$ cat config.mk
export PLATFORM = sky130hd
export DESIGN_NAME = instrument_status_groups
export DESIGN_NICKNAME = d
export VERILOG_FILES = /design/src/verilog/status_groups_pkg.sv /design/src/verilog/in_sync.sv /design/src/verilog/status_group.sv /design/src/verilog/instrument_status_groups.sv
export SDC_FILE = /design/constraint.sdc
export NUM_CORES = 1
export LEC_CHECK = 0
export BUFFER_PORTS_ARGS = -buffer_cell sky130_fd_sc_hd__buf_2
export CAP_MARGIN = 20
export CORE_ASPECT_RATIO = 0.7
export CORE_MARGIN = 5
export CORE_UTILIZATION = 38
export CTS_BUF_LIST = sky130_fd_sc_hd__clkbuf_8
export CTS_CLUSTER_SIZE = 12
export DETAILED_ROUTE_END_ITERATION = 8
export PLACE_DENSITY_LB_ADDON = 0.3
export SETUP_SLACK_MARGIN = 0.2
export SLEW_MARGIN = 5
export SYNTH_ARGS = -nofsm -noshare
export SYNTH_HDL_FRONTEND = slang
export SYNTH_SLANG_ARGS = --single-unit
$ cat constraint.sdc
create_clock -name core_clk_i -period 16.47 [get_ports core_clk_i]
set_clock_uncertainty 0.15 [all_clocks]
set_input_delay 0 -clock core_clk_i [delete_from_list [all_inputs] [get_ports core_clk_i]]
set_output_delay 0 -clock core_clk_i [all_outputs]
set_load 0.01 [all_outputs]
$ cat src/verilog/status_groups_pkg.sv
// package: shared constants and types for the status register groups
package status_groups_pkg;

  localparam int REG_W = 16;

  // register selectors of the query/command port
  typedef enum logic [2:0] {
    SEL_COND,
    SEL_PTR,
    SEL_NTR,
    SEL_EVENT,
    SEL_ENABLE
  } reg_sel_e;

  // group selectors
  localparam logic GRP_HW2 = 1'b0;
  localparam logic GRP_MEAS = 1'b1;

  // reset values
  localparam logic [15:0] PTR_RESET = 16'hffff;
  localparam logic [15:0] NTR_RESET = 16'h0000;
  localparam logic [15:0] EVENT_RESET = 16'h0000;
  localparam logic [15:0] ENABLE_RESET = 16'h0000;

  // implemented condition bits per group
  localparam logic [15:0] HW2_COND_MASK = 16'h0fff;
  localparam logic [15:0] MEAS_COND_MASK = 16'h0001;

  // hardware-fault group 2 bit positions
  localparam int HW2_REF_LEVEL_BIT = 0;
  localparam int HW2_GEN_AMPL_BIT = 1;
  localparam int HW2_OFFSET_FREQ_BIT = 2;
  localparam int HW2_RF_TUNE_BIT = 3;
  localparam int HW2_RF_RANGE_BIT = 4;
  localparam int HW2_AUDIO_RANGE_BIT = 5;
  localparam int HW2_AM_FM_BIT = 6;
  localparam int HW2_FM_DEV_BIT = 7;
  localparam int HW2_SRC_TWO_VOLT_BIT = 8;
  localparam int HW2_SRC_ONE_NOTCH_BIT = 9;
  localparam int HW2_ACP_WIDE_BIT = 10;
  localparam int HW2_ACP_RBW_BIT = 11;

  // measuring group bit positions
  localparam int MEAS_FER_RUN_BIT = 0;

  // status byte positions
  localparam int STB_HW2_BIT = 1;
  localparam int STB_OPER_BIT = 7;

  // raw fault sources of hardware group 2
  typedef struct packed {
    logic acp_rbw_conflict;
    logic acp_too_wide;
    logic audio_source_one_notch;
    logic audio_source_two_volt;
    logic fm_dev_too_large;
    logic am_fm_both;
    logic audio_range_err;
    logic rf_range_err;
    logic rf_tune_err;
    logic offset_freq_err;
    logic gen_ampl_too_high;
    logic ref_level_err;
  } hw2_faults_s;

  // one query/command request
  typedef struct packed {
    logic valid;
    logic write;
    logic group;
    reg_sel_e sel;
    logic [15:0] data;
  } status_req_s;

endpackage

$ cat src/verilog/in_sync.sv
// three-stage input synchroniser with agreement filter
`timescale 1ns/10ps
module in_sync #(
  parameter int W = 12
) (
  input wire logic core_clk_i,
  input wire logic reset_i,
  input wire logic [W-1:0] async_i,
  output logic [W-1:0] sync_o
);
  logic [W-1:0] s1_q;
  logic [W-1:0] s2_q;
  logic [W-1:0] s3_q;
  logic [W-1:0] out_q;

  // -------------------------------------------------------------
  // per-bit chain
  // -------------------------------------------------------------
  genvar b;
  generate
    for (b = 0; b < W; b++) begin : g_bit
      always_ff @(posedge core_clk_i or posedge reset_i) begin
        if (reset_i) begin
          s1_q[b] <= 1'b0;
          s2_q[b] <= 1'b0;
          s3_q[b] <= 1'b0;
          out_q[b] <= 1'b0;
        end else begin
          s1_q[b] <= async_i[b];
          s2_q[b] <= s1_q[b];
          s3_q[b] <= s2_q[b];
          if (s2_q[b] == s3_q[b]) begin
            out_q[b] <= s3_q[b];
          end
        end
      end
    end
  endgenerate

  assign sync_o = out_q;
endmodule

$ cat src/verilog/status_group.sv
// one status register group: filters, event, enable, summary
`timescale 1ns/10ps
module status_group
  import status_groups_pkg::*;
#(
  parameter logic [15:0] COND_MASK = 16'h0fff
) (
  input wire logic core_clk_i,
  input wire logic reset_i,
  input wire logic [15:0] cond_i,
  input wire logic wr_ptr_i,
  input wire logic wr_ntr_i,
  input wire logic wr_enable_i,
  input wire logic [15:0] wdata_i,
  input wire logic event_clr_i,
  output logic [15:0] cond_o,
  output logic [15:0] ptr_o,
  output logic [15:0] ntr_o,
  output logic [15:0] event_o,
  output logic [15:0] enable_o,
  output logic summary_o
);
  logic [15:0] cond_q;
  logic [15:0] ptr_q;
  logic [15:0] ntr_q;
  logic [15:0] event_q;
  logic [15:0] enable_q;
  logic [15:0] cond_d;
  logic [15:0] rise;
  logic [15:0] fall;
  logic [15:0] hit;
  logic [15:0] event_d;

  // -------------------------------------------------------------
  // transition detect
  // -------------------------------------------------------------
  assign cond_d = cond_i & COND_MASK;
  assign rise = cond_d & ~cond_q;
  assign fall = ~cond_d & cond_q;
  assign hit = ((rise & ptr_q) | (fall & ntr_q)) & COND_MASK;
  // new hits win over a same-cycle clear
  assign event_d = (event_clr_i ? 16'h0000 : event_q) | hit;

  always_ff @(posedge core_clk_i or posedge reset_i) begin
    if (reset_i) begin
      cond_q <= 16'h0000;
      ptr_q <= PTR_RESET;
      ntr_q <= NTR_RESET;
      event_q <= EVENT_RESET;
      enable_q <= ENABLE_RESET;
    end else begin
      cond_q <= cond_d;
      event_q <= event_d;
      if (wr_ptr_i) ptr_q <= wdata_i;
      if (wr_ntr_i) ntr_q <= wdata_i;
      if (wr_enable_i) enable_q <= wdata_i;
    end
  end

  assign cond_o = cond_q;
  assign ptr_o = ptr_q;
  assign ntr_o = ntr_q;
  assign event_o = event_q;
  assign enable_o = enable_q;
  assign summary_o = |(event_q & enable_q);

  AST_EVENT_STICKY: assert property (@(posedge core_clk_i) disable iff (reset_i)
    (event_q != 16'h0000) && !event_clr_i |=> ((event_q & $past(event_q)) == $past(event_q)))
    else $error("event bit lost without clear");
  AST_RISE_LATCH: assert property (@(posedge core_clk_i) disable iff (reset_i)
    (rise & ptr_q) != 16'h0000 |=> (event_q & $past(rise & ptr_q)) == $past(rise & ptr_q))
    else $error("positive transition not latched");
  AST_FALL_LATCH: assert property (@(posedge core_clk_i) disable iff (reset_i)
    (fall & ntr_q) != 16'h0000 |=> (event_q & $past(fall & ntr_q)) == $past(fall & ntr_q))
    else $error("negative transition not latched");
endmodule

$ cat src/verilog/instrument_status_groups.sv
// status reporting for hardware-fault group 2 and the measuring group
// -------------------------------------------------------------
// Functional notes
// - event register clears when queried or on clear-status command.
// - hardware group 2 summary drives status byte bit one.
// - measuring summary reaches bit seven only via enabled operation input.
// - hardware group 2 condition bit 15 reads zero, bits 12-14 unused.
// - bits 11 and 10 flag adjacent-channel-power bandwidth conflicts.
// - bit 9 audio source one notch range, bit 8 source two voltage.
// - bit 7 flags FM deviation too large for generator frequency.
// - bit 6 flags simultaneous AM and FM request.
// - bits 5,4,3 flag audio ranging, RF ranging, RF tuning errors.
// - bit 2 flags generator/analyzer/offset frequency mismatch.
// - bit 1 generator amplitude too high, bit 0 reference level range.
// - measuring condition bit 0 high while frame-error test runs.
// - transition filters accept integer writes and keep them.
// - transition filter queries return stored contents.
// - condition query returns live value without altering it.
// - event query returns accumulated event contents.
// - enable register stores writes and returns them on query.
// -------------------------------------------------------------
`timescale 1ns/10ps
module instrument_status_groups
  import status_groups_pkg::*;
(
  input wire logic core_clk_i,
  input wire logic reset_i,
  input wire logic [11:0] hw2_faults_i,
  input wire logic fer_running_i,
  input wire logic req_valid_i,
  input wire logic req_write_i,
  input wire logic req_group_i,
  input wire logic [2:0] req_sel_i,
  input wire logic [15:0] req_data_i,
  input wire logic clear_status_i,
  input wire logic oper_meas_enable_i,
  output logic [15:0] rsp_data_o,
  output logic rsp_valid_o,
  output logic stb_hw2_o,
  output logic stb_oper_o,
  output logic meas_summary_o
);
  // -------------------------------------------------------------
  // request decode
  // -------------------------------------------------------------
  status_req_s req;
  hw2_faults_s faults;
  logic [11:0] faults_sync;
  logic [0:0] fer_sync;
  logic [15:0] hw2_cond_in;
  logic [15:0] meas_cond_in;
  logic is_hw2;
  logic is_meas;
  logic rd;
  logic wr;
  logic hw2_clr;
  logic meas_clr;
  logic sel_cond;
  logic sel_ptr;
  logic sel_ntr;
  logic sel_event;
  logic sel_enable;
  logic hw2_wr_ptr;
  logic hw2_wr_ntr;
  logic hw2_wr_enable;
  logic meas_wr_ptr;
  logic meas_wr_ntr;
  logic meas_wr_enable;

  assign req.valid = req_valid_i;
  assign req.write = req_write_i;
  assign req.group = req_group_i;
  assign req.sel = reg_sel_e'(req_sel_i);
  assign req.data = req_data_i;
  assign is_hw2 = req.valid && (req.group == GRP_HW2);
  assign is_meas = req.valid && (req.group == GRP_MEAS);
  assign rd = req.valid && !req.write;
  assign wr = req.valid && req.write;
  assign sel_cond = (req.sel == SEL_COND);
  assign sel_ptr = (req.sel == SEL_PTR);
  assign sel_ntr = (req.sel == SEL_NTR);
  assign sel_event = (req.sel == SEL_EVENT);
  assign sel_enable = (req.sel == SEL_ENABLE);
  assign hw2_clr = clear_status_i || (is_hw2 && rd && sel_event);
  assign meas_clr = clear_status_i || (is_meas && rd && sel_event);
  assign hw2_wr_ptr = is_hw2 && wr && sel_ptr;
  assign hw2_wr_ntr = is_hw2 && wr && sel_ntr;
  assign hw2_wr_enable = is_hw2 && wr && sel_enable;
  assign meas_wr_ptr = is_meas && wr && sel_ptr;
  assign meas_wr_ntr = is_meas && wr && sel_ntr;
  assign meas_wr_enable = is_meas && wr && sel_enable;

  // -------------------------------------------------------------
  // condition inputs
  // -------------------------------------------------------------
  in_sync #(.W(12)) u_hw2_sync (
    .core_clk_i(core_clk_i),
    .reset_i(reset_i),
    .async_i(hw2_faults_i),
    .sync_o(faults_sync)
  );
  in_sync #(.W(1)) u_meas_sync (
    .core_clk_i(core_clk_i),
    .reset_i(reset_i),
    .async_i(fer_running_i),
    .sync_o(fer_sync)
  );

  assign faults = hw2_faults_s'(faults_sync);
  assign hw2_cond_in[HW2_ACP_RBW_BIT] = faults.acp_rbw_conflict;
  assign hw2_cond_in[HW2_ACP_WIDE_BIT] = faults.acp_too_wide;
  assign hw2_cond_in[HW2_SRC_ONE_NOTCH_BIT] = faults.audio_source_one_notch;
  assign hw2_cond_in[HW2_SRC_TWO_VOLT_BIT] = faults.audio_source_two_volt;
  assign hw2_cond_in[HW2_FM_DEV_BIT] = faults.fm_dev_too_large;
  assign hw2_cond_in[HW2_AM_FM_BIT] = faults.am_fm_both;
  assign hw2_cond_in[HW2_AUDIO_RANGE_BIT] = faults.audio_range_err;
  assign hw2_cond_in[HW2_RF_RANGE_BIT] = faults.rf_range_err;
  assign hw2_cond_in[HW2_RF_TUNE_BIT] = faults.rf_tune_err;
  assign hw2_cond_in[HW2_OFFSET_FREQ_BIT] = faults.offset_freq_err;
  assign hw2_cond_in[HW2_GEN_AMPL_BIT] = faults.gen_ampl_too_high;
  assign hw2_cond_in[HW2_REF_LEVEL_BIT] = faults.ref_level_err;
  assign hw2_cond_in[15:12] = 4'h0;
  assign meas_cond_in = {15'h0000, fer_sync[0]};

  // -------------------------------------------------------------
  // groups
  // -------------------------------------------------------------
  logic [15:0] hw2_cond, hw2_ptr, hw2_ntr, hw2_event, hw2_enable;
  logic [15:0] meas_cond, meas_ptr, meas_ntr, meas_event, meas_enable;
  logic hw2_sum;
  logic meas_sum;

  status_group #(.COND_MASK(HW2_COND_MASK)) u_hw2 (
    .core_clk_i(core_clk_i),
    .reset_i(reset_i),
    .cond_i(hw2_cond_in),
    .wr_ptr_i(hw2_wr_ptr),
    .wr_ntr_i(hw2_wr_ntr),
    .wr_enable_i(hw2_wr_enable),
    .wdata_i(req.data),
    .event_clr_i(hw2_clr),
    .cond_o(hw2_cond),
    .ptr_o(hw2_ptr),
    .ntr_o(hw2_ntr),
    .event_o(hw2_event),
    .enable_o(hw2_enable),
    .summary_o(hw2_sum)
  );
  status_group #(.COND_MASK(MEAS_COND_MASK)) u_meas (
    .core_clk_i(core_clk_i),
    .reset_i(reset_i),
    .cond_i(meas_cond_in),
    .wr_ptr_i(meas_wr_ptr),
    .wr_ntr_i(meas_wr_ntr),
    .wr_enable_i(meas_wr_enable),
    .wdata_i(req.data),
    .event_clr_i(meas_clr),
    .cond_o(meas_cond),
    .ptr_o(meas_ptr),
    .ntr_o(meas_ntr),
    .event_o(meas_event),
    .enable_o(meas_enable),
    .summary_o(meas_sum)
  );

  // -------------------------------------------------------------
  // query answer mux
  // -------------------------------------------------------------
  logic [15:0] rd_mux;
  always_comb begin
    rd_mux = 16'h0000;
    unique case (req.sel)
      SEL_COND: rd_mux = req.group ? meas_cond : hw2_cond;
      SEL_PTR: rd_mux = req.group ? meas_ptr : hw2_ptr;
      SEL_NTR: rd_mux = req.group ? meas_ntr : hw2_ntr;
      SEL_EVENT: rd_mux = req.group ? meas_event : hw2_event;
      SEL_ENABLE: rd_mux = req.group ? meas_enable : hw2_enable;
      default: rd_mux = 16'h0000;
    endcase
  end

  // -------------------------------------------------------------
  // output registers
  // -------------------------------------------------------------
  logic [15:0] rsp_data_q;
  logic rsp_valid_q;
  logic stb_hw2_q;
  logic stb_oper_q;
  logic meas_sum_q;

  always_ff @(posedge core_clk_i or posedge reset_i) begin
    if (reset_i) begin
      rsp_data_q <= 16'h0000;
      rsp_valid_q <= 1'b0;
      stb_hw2_q <= 1'b0;
      stb_oper_q <= 1'b0;
      meas_sum_q <= 1'b0;
    end else begin
      rsp_valid_q <= rd;
      if (rd) rsp_data_q <= rd_mux;
      stb_hw2_q <= hw2_sum;
      meas_sum_q <= meas_sum;
      stb_oper_q <= meas_sum && oper_meas_enable_i;
    end
  end

  assign rsp_data_o = rsp_data_q;
  assign rsp_valid_o = rsp_valid_q;
  assign stb_hw2_o = stb_hw2_q;
  assign stb_oper_o = stb_oper_q;
  assign meas_summary_o = meas_sum_q;

  // -------------------------------------------------------------
  // checks
  // -------------------------------------------------------------
  AST_EVENT_READ_CLEARS: assert property (@(posedge core_clk_i) disable iff (reset_i)
    rd && req.sel == SEL_EVENT && req.group == GRP_HW2 && hw2_cond_in == hw2_cond
    |=> hw2_event == 16'h0000)
    else $error("event register not cleared by query");
  AST_CLS_CLEARS: assert property (@(posedge core_clk_i) disable iff (reset_i)
    clear_status_i && meas_cond_in == meas_cond |=> meas_event == 16'h0000)
    else $error("clear status did not clear event");
  AST_STB_HW2: assert property (@(posedge core_clk_i) disable iff (reset_i)
    ##1 stb_hw2_o == $past(|(hw2_event & hw2_enable)))
    else $error("status bit one mismatch");
  AST_STB_OPER: assert property (@(posedge core_clk_i) disable iff (reset_i)
    !oper_meas_enable_i |=> !stb_oper_o)
    else $error("measuring summary passed without enable");
  AST_HW2_TOP_ZERO: assert property (@(posedge core_clk_i) disable iff (reset_i)
    hw2_cond[15:12] == 4'h0)
    else $error("unused hardware condition bits set");
  AST_MEAS_UNUSED: assert property (@(posedge core_clk_i) disable iff (reset_i)
    meas_cond[15:1] == 15'h0000)
    else $error("unused measuring condition bits set");
  AST_COND_READ: assert property (@(posedge core_clk_i) disable iff (reset_i)
    rd && req.sel == SEL_COND && req.group == GRP_HW2 |=> rsp_valid_o
    && rsp_data_o == $past(hw2_cond) && hw2_cond == $past(hw2_cond_in & HW2_COND_MASK))
    else $error("condition query wrong");
  AST_ENABLE_RW: assert property (@(posedge core_clk_i) disable iff (reset_i)
    wr && req.sel == SEL_ENABLE && req.group == GRP_MEAS |=> meas_enable == $past(req_data_i))
    else $error("enable write not stored");
  AST_PTR_RW: assert property (@(posedge core_clk_i) disable iff (reset_i)
    wr && req.sel == SEL_PTR && req.group == GRP_HW2 |=> hw2_ptr == $past(req_data_i))
    else $error("positive filter write not stored");
  AST_EVENT_READ: assert property (@(posedge core_clk_i) disable iff (reset_i)
    rd && req.sel == SEL_EVENT && req.group == GRP_MEAS |=> rsp_data_o == $past(meas_event))
    else $error("event query wrong");
  AST_SUMMARY: assert property (@(posedge core_clk_i) disable iff (reset_i)
    (meas_event & meas_enable) != 16'h0000 |=> meas_summary_o)
    else $error("summary not raised");

  // -------------------------------------------------------------
  // access and summary checks
  // -------------------------------------------------------------
  AST_MEAS_READ_CLEARS: assert property (@(posedge core_clk_i) disable iff (reset_i)
    is_meas && rd && sel_event && meas_cond_in == meas_cond |=> meas_event == 16'h0000)
    else $error("measuring event not cleared by query");
  AST_HW2_CLS_CLEARS: assert property (@(posedge core_clk_i) disable iff (reset_i)
    clear_status_i && hw2_cond_in == hw2_cond |=> hw2_event == 16'h0000)
    else $error("clear status did not clear hardware event");
  AST_SET_WINS: assert property (@(posedge core_clk_i) disable iff (reset_i)
    hw2_clr && (hw2_cond_in & ~hw2_cond & hw2_ptr) != 16'h0000 |=> hw2_event != 16'h0000)
    else $error("new event lost to same-cycle clear");
  AST_HW2_NTR_RW: assert property (@(posedge core_clk_i) disable iff (reset_i)
    hw2_wr_ntr |=> hw2_ntr == $past(req_data_i))
    else $error("negative filter write not stored");
  AST_MEAS_PTR_RW: assert property (@(posedge core_clk_i) disable iff (reset_i)
    meas_wr_ptr |=> meas_ptr == $past(req_data_i))
    else $error("measuring positive filter write not stored");
  AST_MEAS_NTR_RW: assert property (@(posedge core_clk_i) disable iff (reset_i)
    meas_wr_ntr |=> meas_ntr == $past(req_data_i))
    else $error("measuring negative filter write not stored");
  AST_HW2_ENABLE_RW: assert property (@(posedge core_clk_i) disable iff (reset_i)
    hw2_wr_enable |=> hw2_enable == $past(req_data_i))
    else $error("hardware enable write not stored");
  AST_HW2_PTR_READ: assert property (@(posedge core_clk_i) disable iff (reset_i)
    is_hw2 && rd && sel_ptr |=> rsp_data_o == $past(hw2_ptr))
    else $error("positive filter query wrong");
  AST_MEAS_NTR_READ: assert property (@(posedge core_clk_i) disable iff (reset_i)
    is_meas && rd && sel_ntr |=> rsp_data_o == $past(meas_ntr))
    else $error("negative filter query wrong");
  AST_HW2_ENABLE_READ: assert property (@(posedge core_clk_i) disable iff (reset_i)
    is_hw2 && rd && sel_enable |=> rsp_data_o == $past(hw2_enable))
    else $error("enable query wrong");
  AST_HW2_EVENT_READ: assert property (@(posedge core_clk_i) disable iff (reset_i)
    is_hw2 && rd && sel_event |=> rsp_data_o == $past(hw2_event))
    else $error("hardware event query wrong");
  AST_MEAS_COND_KEPT: assert property (@(posedge core_clk_i) disable iff (reset_i)
    is_meas && rd && sel_cond |=> rsp_data_o == $past(meas_cond)
    && meas_cond == $past(meas_cond_in))
    else $error("measuring condition query wrong");
  AST_BAD_SEL_ZERO: assert property (@(posedge core_clk_i) disable iff (reset_i)
    rd && req_sel_i > 3'h4 |=> rsp_data_o == 16'h0000)
    else $error("unknown selector query not zero");
  AST_RSP_PULSE: assert property (@(posedge core_clk_i) disable iff (reset_i)
    !rd |=> !rsp_valid_o)
    else $error("answer strobe without query");
  AST_WRITE_NO_ANSWER: assert property (@(posedge core_clk_i) disable iff (reset_i)
    wr |=> !rsp_valid_o && rsp_data_o == $past(rsp_data_o))
    else $error("write produced an answer");
  AST_HW2_SUMMARY: assert property (@(posedge core_clk_i) disable iff (reset_i)
    (hw2_event & hw2_enable) != 16'h0000 |=> stb_hw2_o)
    else $error("status bit one not raised");
  AST_STB_OPER_PASS: assert property (@(posedge core_clk_i) disable iff (reset_i)
    meas_sum && oper_meas_enable_i |=> stb_oper_o)
    else $error("enabled measuring summary not passed");
  AST_FER_BIT: assert property (@(posedge core_clk_i) disable iff (reset_i)
    ##1 meas_cond[MEAS_FER_RUN_BIT] == $past(fer_sync[0]))
    else $error("frame-error running bit wrong");
  AST_SUMMARY_LOW: assert property (@(posedge core_clk_i) disable iff (reset_i)
    (meas_event & meas_enable) == 16'h0000 |=> !meas_summary_o)
    else $error("summary high without enabled event");
endmodule

== Yosys cells after proc, flatten, opt, wreduce, memory -nomap -nowiden ==
Index checks and enable logic that the tools add are counted.

* Bitwise operators: 19
* Divide/modulo/power cells: 0
* Multiply operators: 0
* Eq/ne operators: 17
* Multiplexer cells: 8
* Add/subtract/negate cells: 0
* Shift-type cells: 0
* $lt $le $gt $ge: 0
* Reductions and logical operators: 23

{| class="wikitable"
|+ Operators by type and width
! operator !! count
|-
| $mux 16 || 6
|-
| $pmux 16 s5 || 1
|-
| $and 12x12->12 || 4
|-
| $and 16x16->16 || 2
|-
| $reduce_or 16->1 || 2
|-
| $not 12->12 || 2
|-
| $logic_and 1x1->1 || 17
|-
| $or 16x1->16 || 1
|-
| $or 16x12->16 || 1
|-
| $eq 1x1->1 || 13
|-
| $mux 12 || 1
|-
| $or 12x12->12 || 1
|-
| $eq 3x2->1 const B || 2
|-
| $and 1x1->1 || 4
|-
| $eq 3x1->1 const B || 1
|-
| $eq 3x3->1 const B || 1
|-
| $logic_not 3->1 || 1
|-
| $not 1->1 || 3
|-
| $logic_or 1x1->1 || 2
|-
| $logic_not 1->1 || 1
|-
| $or 1x1->1 || 1
|}

* Register bits after elaboration: 213
* RAM bits: 0
* Latch bits: 0
* Memory bits (read-only): 0
* Logic and storage cells: 134
* Input bits: 39
* Memories kept: 0
* Output and inout port bits: 20

== Logic depth before layout (Yosys ltp) ==
Gate-level depths: netlist (run 1).

* Word-level depth: 7
* Mapped depth: 7
* Gate-level depth less buffers: 5

== Modules after synthesis ==
Synthesis (run 1) repeated with hierarchy kept, for this count alone.

* Cells, all modules: 645
* Area total of the unflattened synthesis: 8,765.9 um2

{| class="wikitable"
|+ By module, submodules not included
! module !! times used !! area an instance (um2) !! cells each !! seq. area each (um2)
|-
| status_group at u_hw2 || 1 || 2,981.6 || 194 || 1,821.7
|-
| status_group at u_meas || 1 || 2,282.2 || 141 || 1,271.2
|-
| instrument_status_groups || 1 || 2,047.0 || 243 || 500.5
|-
| in_sync at u_hw2_sync || 1 || 1,340.0 || 61 || 1,201.2
|-
| in_sync at u_meas_sync || 1 || 115.1 || 6 || 100.1
|}

== Worst setup path before layout (run 1) ==
Ideal clock, no wire load.

* Kind: input -> register
* Start point: input req_group_i
* End point: register u_hw2.ntr_q[0], in the netlist u_hw2.ntr_o[0]
* Slack: 15.033 ns
* Arrival: 1.162 ns
* Library setup time: 0.125 ns
* Path buffers: 2
* Stages on the path: 6
* Data required time: 16.195 ns
* Cells stage by stage: buf_4 -> inv_1 -> nand3_2 -> nor2_4 -> buf_6 -> mux2_2

* Word-level cells in the longest chain between the ends: 4

{| class="wikitable"
|+ RTL lines
! item !! line !! RTL
|-
| start: declaration || instrument_status_groups.sv:32 || <nowiki>input wire logic req_group_i,</nowiki>
|-
| $not 1->1 || instrument_status_groups.sv:75 || <nowiki>assign is_hw2 = req.valid && (req.group == GRP_HW2);</nowiki>
|-
| $logic_and 1x1->1 || instrument_status_groups.sv:75 ||
|-
| $logic_and 1x1->1 (2 in series) || instrument_status_groups.sv:87 || <nowiki>assign hw2_wr_ntr = is_hw2 && wr && sel_ntr;</nowiki>
|-
| end signal: assignment || status_group.sv:55 || <nowiki>if (wr_ntr_i) ntr_q <= wdata_i;</nowiki>
|-
| end: declaration || status_group.sv:25 || <nowiki>logic [15:0] ntr_q;</nowiki>
|}

No other way between the ends.
A chain may end at the register's enable or synchronous reset.

== Final worst setup path (run 1) ==
* Start point: input req_sel_i[0]
* End point: register u_meas.enable_q[15], in the netlist u_meas.enable_o[15]

* Word-level cells in the longest chain between the ends: 2

{| class="wikitable"
|+ RTL lines
! item !! line !! RTL
|-
| start: declaration || instrument_status_groups.sv:33 || <nowiki>input wire logic [2:0] req_sel_i,</nowiki>
|-
| $eq 3x3->1 || instrument_status_groups.sv:83 || <nowiki>assign sel_enable = (req.sel == SEL_ENABLE);</nowiki>
|-
| $logic_and 1x1->1 || instrument_status_groups.sv:91 || <nowiki>assign meas_wr_enable = is_meas && wr && sel_enable;</nowiki>
|-
| end signal: assignment || status_group.sv:56 || <nowiki>if (wr_enable_i) enable_q <= wdata_i;</nowiki>
|-
| end: declaration || status_group.sv:27 || <nowiki>logic [15:0] enable_q;</nowiki>
|}

No other way between the ends.

==> results.py, run 1 <==
metrics = {
    "outcome": {
        "outcome": "finished, final reports clean",
    },
    "timing": {
        "maxSlewViolCount": 0,
        "min_period_ns": 2.35,
        "holdWs_ns": 0.0309,
        "fmax_ghz": 0.425,
        "rsz0062_at_grt": "no",
        "setup_viol": 0,
        "slew_headroom": 0.245,
        "hold_viol": 0,
        "setup_tns_ns": 0,
        "worst_pin_slew_ns": 1.13,
        "post-route-period-util": 0.143,
    },
    "synthesis": {
        "yosysSeqAreaShare": 0.613,
        "synth_edf_count": 0,
        "syn-cell-area_um2": 7980,
        "yosysUniqueCellTypes": 45,
        "avgSynthCellArea_um2": 15.2,
        "yosys_warnings": 0,
        "synth_top_flop_cell": "dfrtp_1",
        "ys_seq_elements": 194,
        "synth_cells": 524,
        "synth_fp_nets": 563,
        "async_flop_share": 1.00,
    },
    "clock_network": {
        "cts_setup_buffers": 0,
        "ctsResizeCount": 0,
        "cts.htree.levels": 4,
        "clockBufferDepth": 2,
        "tritoncts.num_buffers": 17,
        "cts_tree": "built",
        "cts_root_buffer": "clkbuf_8",
        "cts_num_sinks": 194,
        "clk_latency_ns": 0.47,
        "cts.clk_slew.worst_paths_ns": 0.09,
    },
    "global_route": {
        "grt_max_degree": 134,
        "antenna_found_initial": 0,
        "overflow": 0,
        "first_global_vias": 5166,
        "grt_usage": 0.154,
        "grt_pass1_wl_mm": 29.1,
    },
    "final_layout": {
        "area.growth.synth_to_final_pct": 17.6,
        "diodes": 0,
        "nFillCells": 1894,
        "drive_gt1_frac": 0.388,
        "final_area_um2": 9380,
        "fin_nets": 670,
    },
    "power_and_ir_drop": {
        "p_switching_uw": 289,
        "leakagePower_nw": 4.17,
        "pwr-share-seq": 0.553,
        "swShare": 0.262,
        "share_comb_of_total_power": 0.144,
        "power_density_nw_per_um2": 117,
        "pwr-share-clk": 0.303,
        "internal_power_uw": 813,
        "ir_drop_mv": 0.0532,
    },
    "critical_path": {
        "path_cells": "dlygate4sd3_1, buf_2, or3b_1, nor2_8, mux2_2",
        "endpoint_kind": "flop",
        "crit_path_start_kind": "primary input",
        "path_max_fanout": 17,
        "worstSetupPathType": "primary input to flop",
        "required_ns": 16.67,
        "slowest_delay_ns": 0.84,
        "slowest_stage": "or3b_1",
        "worstPathArrival_ns": 2.55,
    },
    "placement": {
        "gp_congestion": 0.785,
        "port_buffers": 58,
        "dp_hpwl_mm": 11.0,
        "place_area_um2": 8470,
    },
    "floorplan": {
        "fp.dieH_um": 131,
        "io_pins": 59,
        "die_w_um": 183,
        "fp.coreArea_um2": 20700,
        "start_util": 0.386,
        "std_cell_rows": 44,
        "die_area_um2": 24000,
    },
    "routing": {
        "dr.pass1.iters": 4,
        "routed_wl_mm": 18.0,
        "wl_per_cell_um": 19.5,
        "viasPerCell": 5.20,
        "vias": 4785,
        "ant_nets": 0,
        "drc": 0,
        "drtIter0Drc": 311,
    },
    "min_path": {
        "hold_path_class": "primary input to flop",
    },
    "flow_run": {
        "cap_viol_max_count": 0,
    },
}
## worst paths after layout
check	startpoint	to	slack, ns	cells after the start
min in group asynchronous	reset_i	u_meas_sync.s1_q$_DFF_PP0_	0.10	3
worst max register to register	u_hw2.enable_o[0]$_DFFE_PP0P_	rsp_data_o[0]$_DFFE_PP0N_	14.87	4
max in group asynchronous	reset_i	rsp_data_o[7]$_DFFE_PP0N_	14.68	4
worst max-delay path	req_sel_i[0]	u_meas.enable_o[15]$_DFFE_PP0P_	14.12	5
worst min register to register	u_hw2_sync.s1_q[0]$_DFF_PP0_	u_hw2_sync.s2_q[0]$_DFF_PP0_	0.19	0
worst min-delay path	hw2_faults_i[10]	u_hw2_sync.s1_q[10]$_DFF_PP0_	0.03	2
## routing by layer
| metal | GRT usage | vias up | wire (um) |
|---|---|---|---|
| met3 | 0.0343 | 28 | 790 |
| li1 | - | 2147 | - |
| met4 | 0.0533 | 0 | 324 |
| met5 | 0 | - | 0 |
| met2 | 0.231 | 93 | 8190 |
| met1 | 0.222 | 2517 | 8650 |
## cells by family after synthesis
| kind of cell | after synthesis | share of synthesized area |
|---|---|---|
| flip-flops | 194 | 0.613 |
| multiplexers | 145 | 0.215 |
| AO/OA/AOI/OAI | 81 | 0.0718 |
| AND/OR/NAND/NOR | 52 | 0.0500 |
| buffers and inverters | 39 | 0.0332 |
| adder cells (fa/ha/maj) | 13 | 0.0163 |
## sequential cells by signal, indices dropped and copies added, names as in the netlist, 12 cells and up
signal,cells
u_hw2.enable_o,16
u_hw2_sync.sync_o,12
u_hw2.event_o,12
u_hw2.ptr_o,16
u_meas.ntr_o,16
u_hw2.cond_o,12
u_hw2_sync.s1_q,12
rsp_data_o,16
u_hw2_sync.s3_q,12
u_hw2.ntr_o,16
u_meas.ptr_o,16
u_hw2_sync.s2_q,12
u_meas.enable_o,16
## metrics by stage
stage                     power, mW  utilization  setup WS (ns)  cells
after floorplan               0.714            -          11.09    524
after global placement        0.760        0.409          13.86    840
after detailed placement      0.768        0.409          13.90    840
after CTS                      1.11        0.453          14.20    919
after global routing           1.16        0.453          14.07    920
final                          1.10        0.453          14.12    920
## power by group through the flow
stage,clock network (mW),logic [mW],registers (mW)
floorplan,0,0.113,0.602
global placement,0,0.146,0.614
detailed placement,0,0.151,0.617
CTS,0.344,0.160,0.609
global route,0.362,0.175,0.619
finish,0.334,0.158,0.609
## cell type report
cell class / count / area [um^2] / share of cell area
Multi-Input combinational cell: 291 / 2830 / 0.302
Tap cell: 276 / 345 / 0.0368
Sequential cell: 194 / 4890 / 0.522
Clock inverter: 12 / 154 / 0.0164
Inverter: 16 / 67.6 / 0.00720
Timing Repair Buffer: 111 / 813 / 0.0867
Clock buffer: 20 / 275 / 0.0293
## critical path, delay by kind of cell
| kind | cells | cell delay (ns) |
|---|---|---|
| buffers and inverters | 2 | 0.74 |
| multiplexers | 1 | 0.39 |
| AND/OR/NAND/NOR | 2 | 1.42 |
## cells in the mapped netlist, types with 3 or more instances
master | instances | area (um^2)
inv_1 | 16 | 60.1
dfstp_2 | 32 | 841
mux2i_1 | 33 | 330
nand3b_1 | 14 | 105
o221ai_1 | 12 | 105
buf_2 | 5 | 25.0
buf_4 | 4 | 30.0
mux2_2 | 79 | 890
buf_6 | 5 | 56.3
o22ai_1 | 15 | 93.8
o21ai_1 | 11 | 55.1
a221oi_1 | 13 | 114
nand2_1 | 18 | 67.6
maj3_1 | 13 | 130
a22o_1 | 3 | 26.3
clkbuf_1 | 5 | 18.8
dfrtp_1 | 162 | 4050
a22oi_1 | 10 | 75.1
o21ai_0 | 5 | 25.0
buf_12 | 3 | 60.1
nor2_8 | 4 | 80.1
mux2_4 | 30 | 450
a21oi_1 | 7 | 35.0
## placed cells by master, fill, tap and decap left out, types with 3 or more instances in the layout
cell type / count
a21oi_1: 7
inv_1: 16
clkbuf_8: 20
bufinv_16: 3
o21ai_1: 11
dfstp_2: 32
o21ai_0: 5
maj3_1: 13
nand2_1: 18
nand3b_1: 14
buf_4: 5
dfrtp_1: 162
nor2_8: 4
dlygate4sd3_1: 47
mux2i_1: 33
buf_2: 58
a22o_1: 3
o22ai_1: 15
mux2_4: 30
o221ai_1: 12
a221oi_1: 13
mux2_2: 79
a22oi_1: 10
## timing repair
action | 4_1_cts | 5_1_grt
hold endpoints to repair | 224 | 0
hold buffers | 47 | 0
setup endpoints to repair | 0 | 0
Note: power is estimated with default switching activity, not from simulation.
==> run 2: changes to the inputs <==
--- a/config.mk
+++ b/config.mk
@@ -5,6 +5,7 @@
 export SDC_FILE = /design/constraint.sdc
 export NUM_CORES = 1
 export LEC_CHECK = 0
+export ABC_AREA = 1
 export BUFFER_PORTS_ARGS = -buffer_cell sky130_fd_sc_hd__buf_2
 export CAP_MARGIN = 20
 export CORE_ASPECT_RATIO = 0.7
==> constraint.sdc (replaced) <==
create_clock -name core_clk_i -period 2.3 [get_ports core_clk_i]
set_clock_uncertainty 0.15 [all_clocks]
set_input_delay 0 -clock core_clk_i [delete_from_list [all_inputs] [get_ports core_clk_i]]
set_output_delay 0 -clock core_clk_i [all_outputs]
set_load 0.01 [all_outputs]
==> run 2 against run 1 <==
Clock-buffer cell count down 1. Utilization is 0.75 points higher. Register-to-register slack worse by 14 ns. Combinational power increased to 6.9 times the previous value. Critical path depth rose by 5. First-iteration DRC count rose by 66%. Clock power grew to 6.6 times the previous value. Worst setup slack got worse by 14 ns.
==> results.py, run 2 <==
metrics = {
    "outcome": {
        "outcome": "finished, final reports clean",
    },
    "clock_network": {
        "cts_setup_buffers": 0,
        "cts.clk_slew.worst_paths_ns": 0.11,
        "cts_num_sinks": 194,
        "clockBufferDepth": 2,
        "cts_tree": "built",
        "cts.htree.levels": 4,
        "cts_root_buffer": "clkbuf_8",
        "clk_latency_ns": 0.48,
        "tritoncts.num_buffers": 17,
    },
    "final_layout": {
        "ff_latch_area_um2": 4890,
        "final_area_um2": 9490,
        "fin_nets": 1049,
        "nFillCells": 2021,
        "final_common_cell": "nand2_1",
        "multiInputGateArea_um2": 2600,
        "area.growth.synth_to_final_pct": 20.0,
        "diodes": 0,
        "layout_common_cells": "nand2_1, dfrtp_1, o21ai_0",
        "final_util": 0.461,
        "drive_gt1_frac": 0.151,
    },
    "timing": {
        "slew_headroom": 0.506,
        "worst_pin_slew_ns": 0.741,
        "worst_slack_ns": 0.321,
        "rsz0062_at_grt": "no",
        "min_period_ns": 1.98,
        "fmax_ghz": 0.505,
        "post-route-period-util": 0.861,
        "maxSlewViolCount": 0,
        "hold_viol": 0,
        "setup_viol": 0,
    },
    "routing": {
        "vias": 6136,
        "drc": 0,
        "wl_per_cell_um": 14.8,
        "drtIter0Drc": 515,
        "ant_nets": 0,
        "dr.pass1.iters": 5,
        "viasPerCell": 4.72,
        "routed_wl_mm": 19.2,
    },
    "min_path": {
        "hold_path_class": "primary input to asynchronous set/reset pin",
    },
    "critical_path": {
        "path_max_fanout": 24,
        "worstPathArrival_ns": 2.19,
        "required_ns": 2.51,
        "reg2reg_to": "stb_hw2_o$_DFF_PP0_",
        "rrSetupSlack_ns": 0.93,
        "worstSetupPathType": "primary input to flop",
        "reg2reg_depth": 4,
        "endpoint_kind": "flop",
        "timing.rr.start": "u_hw2.enable_o[0]$_DFFE_PP0P_",
        "crit_path_start_kind": "primary input",
    },
    "synthesis": {
        "ys_seq_elements": 194,
        "async_flop_share": 1.00,
        "avgSynthCellArea_um2": 8.82,
        "syn-cell-area_um2": 7910,
        "synth_fp_nets": 935,
        "synth_area_leaders": "dfrtp_1, nand2_1, dfstp_2, o21ai_0, inv_1",
        "synth_top_area_frac": 0.513,
        "yosysSeqAreaShare": 0.619,
        "yosys_warnings": 0,
        "synth_edf_count": 0,
        "synth_top_flop_cell": "dfrtp_1",
        "synth_cells": 896,
        "synth_commonest_cells": "nand2_1, dfrtp_1, o21ai_0, inv_1, o21ai_1",
        "post-synth-top-area-cell": "dfrtp_1",
        "yosysUniqueCellTypes": 23,
        "synth_most_common_cell": "nand2_1",
    },
    "floorplan": {
        "fp.coreArea_um2": 20600,
        "io_pins": 59,
        "start_util": 0.384,
        "die_area_um2": 23800,
        "std_cell_rows": 44,
        "die_w_um": 182,
        "fp.dieH_um": 131,
    },
    "placement": {
        "dp_slack_ns": 0.604,
        "dp_hpwl_mm": 12.3,
        "place_area_um2": 8600,
        "gp_congestion": 0.824,
        "port_buffers": 58,
    },
    "global_route": {
        "grt_usage": 0.173,
        "grt_pass1_wl_mm": 32.2,
        "grt_max_degree": 132,
        "antenna_found_initial": 0,
        "first_global_vias": 5932,
        "overflow": 0,
    },
    "power_and_ir_drop": {
        "power_mw": 7.56,
        "ir_drop_mv": 0.432,
        "leakagePower_nw": 4.71,
        "power_density_nw_per_um2": 797,
    },
    "flow_run": {
        "cap_viol_max_count": 0,
    },
}
==> run 2: cell count changes in the layout (fill, tap and decap cells not counted), moves of 12 or more <==
cell	change
mux2_4	-30
nor2_1	+25
mux2i_1	-33
mux2_2	-79
o221ai_1	-12
buf_4	+16
o21ai_0	+71
inv_1	+47
nand2_1	+374
o22ai_1	-15
nand3b_1	-14
o21ai_1	+36
==> run 2: power breakdown <==
| part | switching (mW) | internal (mW) |
|---|---|---|
| clock network | 1.27 | 0.932 |
| registers | 0.300 | 3.97 |
| logic | 0.632 | 0.454 |
==> run 2: how the worst max path moves through the flow <==
stage,from,to,slack [ns]
after detailed placement,req_group_i,u_hw2.event_o[11]$_DFF_PP0_,0.60
final,req_sel_i[0],u_meas.ntr_o[7]$_DFFE_PP0P_,0.32
after global placement,req_group_i,u_hw2.event_o[11]$_DFF_PP0_,0.67
after floorplan,reset_i,meas_summary_o$_DFF_PP0_,-0.33
after global routing,req_sel_i[0],u_meas.ntr_o[8]$_DFFE_PP0P_,0.22
after CTS,req_group_i,u_meas.enable_o[7]$_DFFE_PP0P_,0.23
==> run 2: cell families after synthesis <==
logic type / synth area share
buffers and inverters: 0.0525
adder cells (fa/ha/maj): 0.0165
AO/OA/AOI/OAI: 0.0943
AND/OR/NAND/NOR: 0.218
flip-flops: 0.619
==> run 2: final cells by class <==
cell class                 count  share of cell area
clock buffer                  19              0.0276
multi-input combinational    599               0.274
sequential                   194               0.516
timing repair buffer         132               0.107
tap                          276              0.0364
inverter                      66              0.0265
clock inverter                13              0.0131
==> run 2: stage by stage <==
| step | hold slack (ns) | TNS [ns] | cells |
|---|---|---|---|
| finish | 0.0216 | 0 | 1299 |
| global route | 0.0436 | 0 | 1299 |
| CTS | 0.00552 | 0 | 1298 |
| detailed placement | -0.0407 | 0 | 1217 |
| global placement | -0.0425 | 0 | 1217 |
| floorplan | -0.119 | -53.18 | 896 |
==> run 2: worst max-delay path, stage by stage <==
cell,delay [ns]
dlygate4sd3_1,0.53
buf_2,0.13
inv_1,0.08
nand2_1,0.09
nor2_4,0.25
dlygate4sd3_1,0.64
nand2_1,0.08
buf_4,0.23
nand2_1,0.08
o21ai_0,0.08
==> run 2: metal layers <==
metal  track usage  share of wire
met5             0              0
met4        0.0446          0.011
met3        0.0396          0.062
met2         0.247           0.41
met1         0.265           0.52
==> run 2: repair_timing <==
item | in CTS | in global routing
setup endpoints to repair | 0 | 14
hold buffers | 49 | 1
hold endpoints to repair | 315 | 1
gates resized for setup | 0 | 3
==> run 3: changes to the inputs <==
==> constraint.sdc (replaced) <==
create_clock -name core_clk_i -period 1.9 [get_ports core_clk_i]
set_clock_uncertainty 0.15 [all_clocks]
set_input_delay 0 -clock core_clk_i [delete_from_list [all_inputs] [get_ports core_clk_i]]
set_output_delay 0 -clock core_clk_i [all_outputs]
set_load 0.01 [all_outputs]
==> run 3 against run 2 <==
Via count is 1.3% lower. Utilization is 0.097 points lower. Largest power group unchanged. Sequential cell count unchanged. Sequential share of layout area up 0.11 points. Cell count up 0.15%.
==> results.py, run 3 (synthesized netlist as in run 2, its figures left out) <==
metrics = {
    "outcome": {
        "outcome": "finished, final reports clean",
    },
    "placement": {
        "port_buffers": 58,
        "dp_slack_ns": 0.326,
        "place_area_um2": 8630,
        "gp_congestion": 0.817,
        "dpl.cell_count": 1221,
        "dp_hpwl_mm": 12.4,
    },
    "power_and_ir_drop": {
        "internal_power_mw": 6.32,
        "pwr-share-seq": 0.577,
        "pwr-share-clk": 0.276,
        "ir_drop_mv": 0.454,
        "power_density_nw_per_um2": 946,
        "power_mw": 8.96,
        "share_comb_of_total_power": 0.147,
        "swShare": 0.294,
        "p_switching_mw": 2.64,
        "leakagePower_nw": 4.71,
    },
    "clock_network": {
        "cts_tree": "built",
        "cts.clk_slew.worst_paths_ns": 0.10,
        "cts_root_buffer": "clkbuf_8",
        "cts_num_sinks": 194,
        "tritoncts.num_buffers": 17,
        "clk_latency_ns": 0.48,
        "clockBufferDepth": 2,
        "cts.htree.levels": 4,
    },
    "final_layout": {
        "post_layout_nonfiller_instances": 1301,
        "fin_nets": 1051,
        "layout_common_cells": "nand2_1, dfrtp_1, o21ai_0",
        "final_common_cell": "nand2_1",
        "drive_gt1_frac": 0.155,
        "area.growth.synth_to_final_pct": 19.7,
        "final_area_um2": 9470,
        "diodes": 0,
    },
    "global_route": {
        "first_global_vias": 5927,
        "grt_pass1_wl_mm": 31.9,
        "grt_max_degree": 99,
        "grt_usage": 0.170,
        "overflow": 0,
        "antenna_found_initial": 0,
    },
    "routing": {
        "wl_per_cell_um": 14.6,
        "ant_nets": 0,
        "drc": 0,
        "routed_wl_mm": 19.0,
        "viasPerCell": 4.65,
        "vias": 6056,
        "dr.pass1.iters": 5,
        "drtIter0Drc": 520,
    },
    "critical_path": {
        "worstPathArrival_ns": 1.88,
        "worstSetupPathType": "primary input to flop",
        "endpoint_kind": "flop",
        "rrSetupSlack_ns": 0.31,
        "path_max_fanout": 3,
        "crit_path_start_kind": "primary input",
        "required_ns": 2.11,
    },
    "floorplan": {
        "die_w_um": 182,
        "io_pins": 59,
        "std_cell_rows": 44,
        "start_util": 0.384,
        "fp.coreArea_um2": 20600,
        "die_area_um2": 23800,
        "fp.dieH_um": 131,
    },
    "timing": {
        "worst_pin_slew_ns": 0.700,
        "setup_viol": 0,
        "rsz0062_at_grt": "yes",
        "post-route-period-util": 0.878,
        "maxSlewViolCount": 0,
        "slew_headroom": 0.530,
        "hold_viol": 0,
        "fmax_ghz": 0.599,
        "min_period_ns": 1.67,
        "worst_slack_ns": 0.231,
        "holdWs_ns": 0.0214,
    },
    "min_path": {
        "hold_path_class": "primary input to flop",
    },
    "flow_run": {
        "cap_viol_max_count": 0,
    },
}
==> run 3: layout make-up <==
class | instances | area (um^2)
Tap cell | 276 | 345
Timing Repair Buffer | 134 | 1020
Sequential cell | 194 | 4890
Fill cell | 2061 | 11100
Inverter | 66 | 251
Clock buffer | 18 | 248
Clock inverter | 14 | 104
Multi-Input combinational cell | 599 | 2600
==> run 3: power groups by stage <==
stage	Combinational (mW)	Sequential (mW)	Clock [mW]
final	1.31	5.17	2.48
after detailed placement	1.25	5.24	0
after CTS	1.33	5.17	2.55
after floorplan	0.861	5.18	0
after global routing	1.54	5.25	2.74
after global placement	1.22	5.23	0
==> run 3: through the flow <==
step / utilization / TNS [ns]
floorplan: - / -121.24
global placement: 0.419 / 0
detailed placement: 0.419 / 0
CTS: 0.459 / 0
global route: 0.460 / 0
finish: 0.460 / 0
==> run 3: path summary, 6_finish.rpt <==
kind / from / to / depth (start not counted)
max in group asynchronous: reset_i / u_meas.ptr_o[15]$_DFFE_PP1P_ / 4
min: hw2_faults_i[3] / u_hw2_sync.s1_q[3]$_DFF_PP0_ / 2
min in group asynchronous: reset_i / u_hw2.enable_o[12]$_DFFE_PP0P_ / 4
max: req_sel_i[2] / u_meas.event_o[0]$_DFF_PP0_ / 9
max reg2reg: u_meas.ntr_o[0]$_DFFE_PP0P_ / u_meas.event_o[0]$_DFF_PP0_ / 5
min reg2reg: u_hw2_sync.s1_q[8]$_DFF_PP0_ / u_hw2_sync.s2_q[8]$_DFF_PP0_ / 0
==> run 3: timing repair <==
item	in CTS	in global routing
buffers inserted	0	0
resized for setup	0	3
endpoints found under the setup margin	0	23
hold endpoints to repair	333	0
hold buffers	48	0
==> run 3: critical path, cell delays in order <==
cell           delay, ns
dlygate4sd3_1       0.53
buf_2               0.16
inv_2               0.07
nand2_1             0.07
nor2_1              0.19
inv_1               0.08
nor3_1              0.13
o21ai_0             0.09
dlygate4sd3_1       0.56
==> run 3: layer usage <==
metal  GRT usage  wire [um]
met3      0.0277        873
met2       0.247       7790
met4      0.0529        250
met5           0          0
met1       0.263      10100
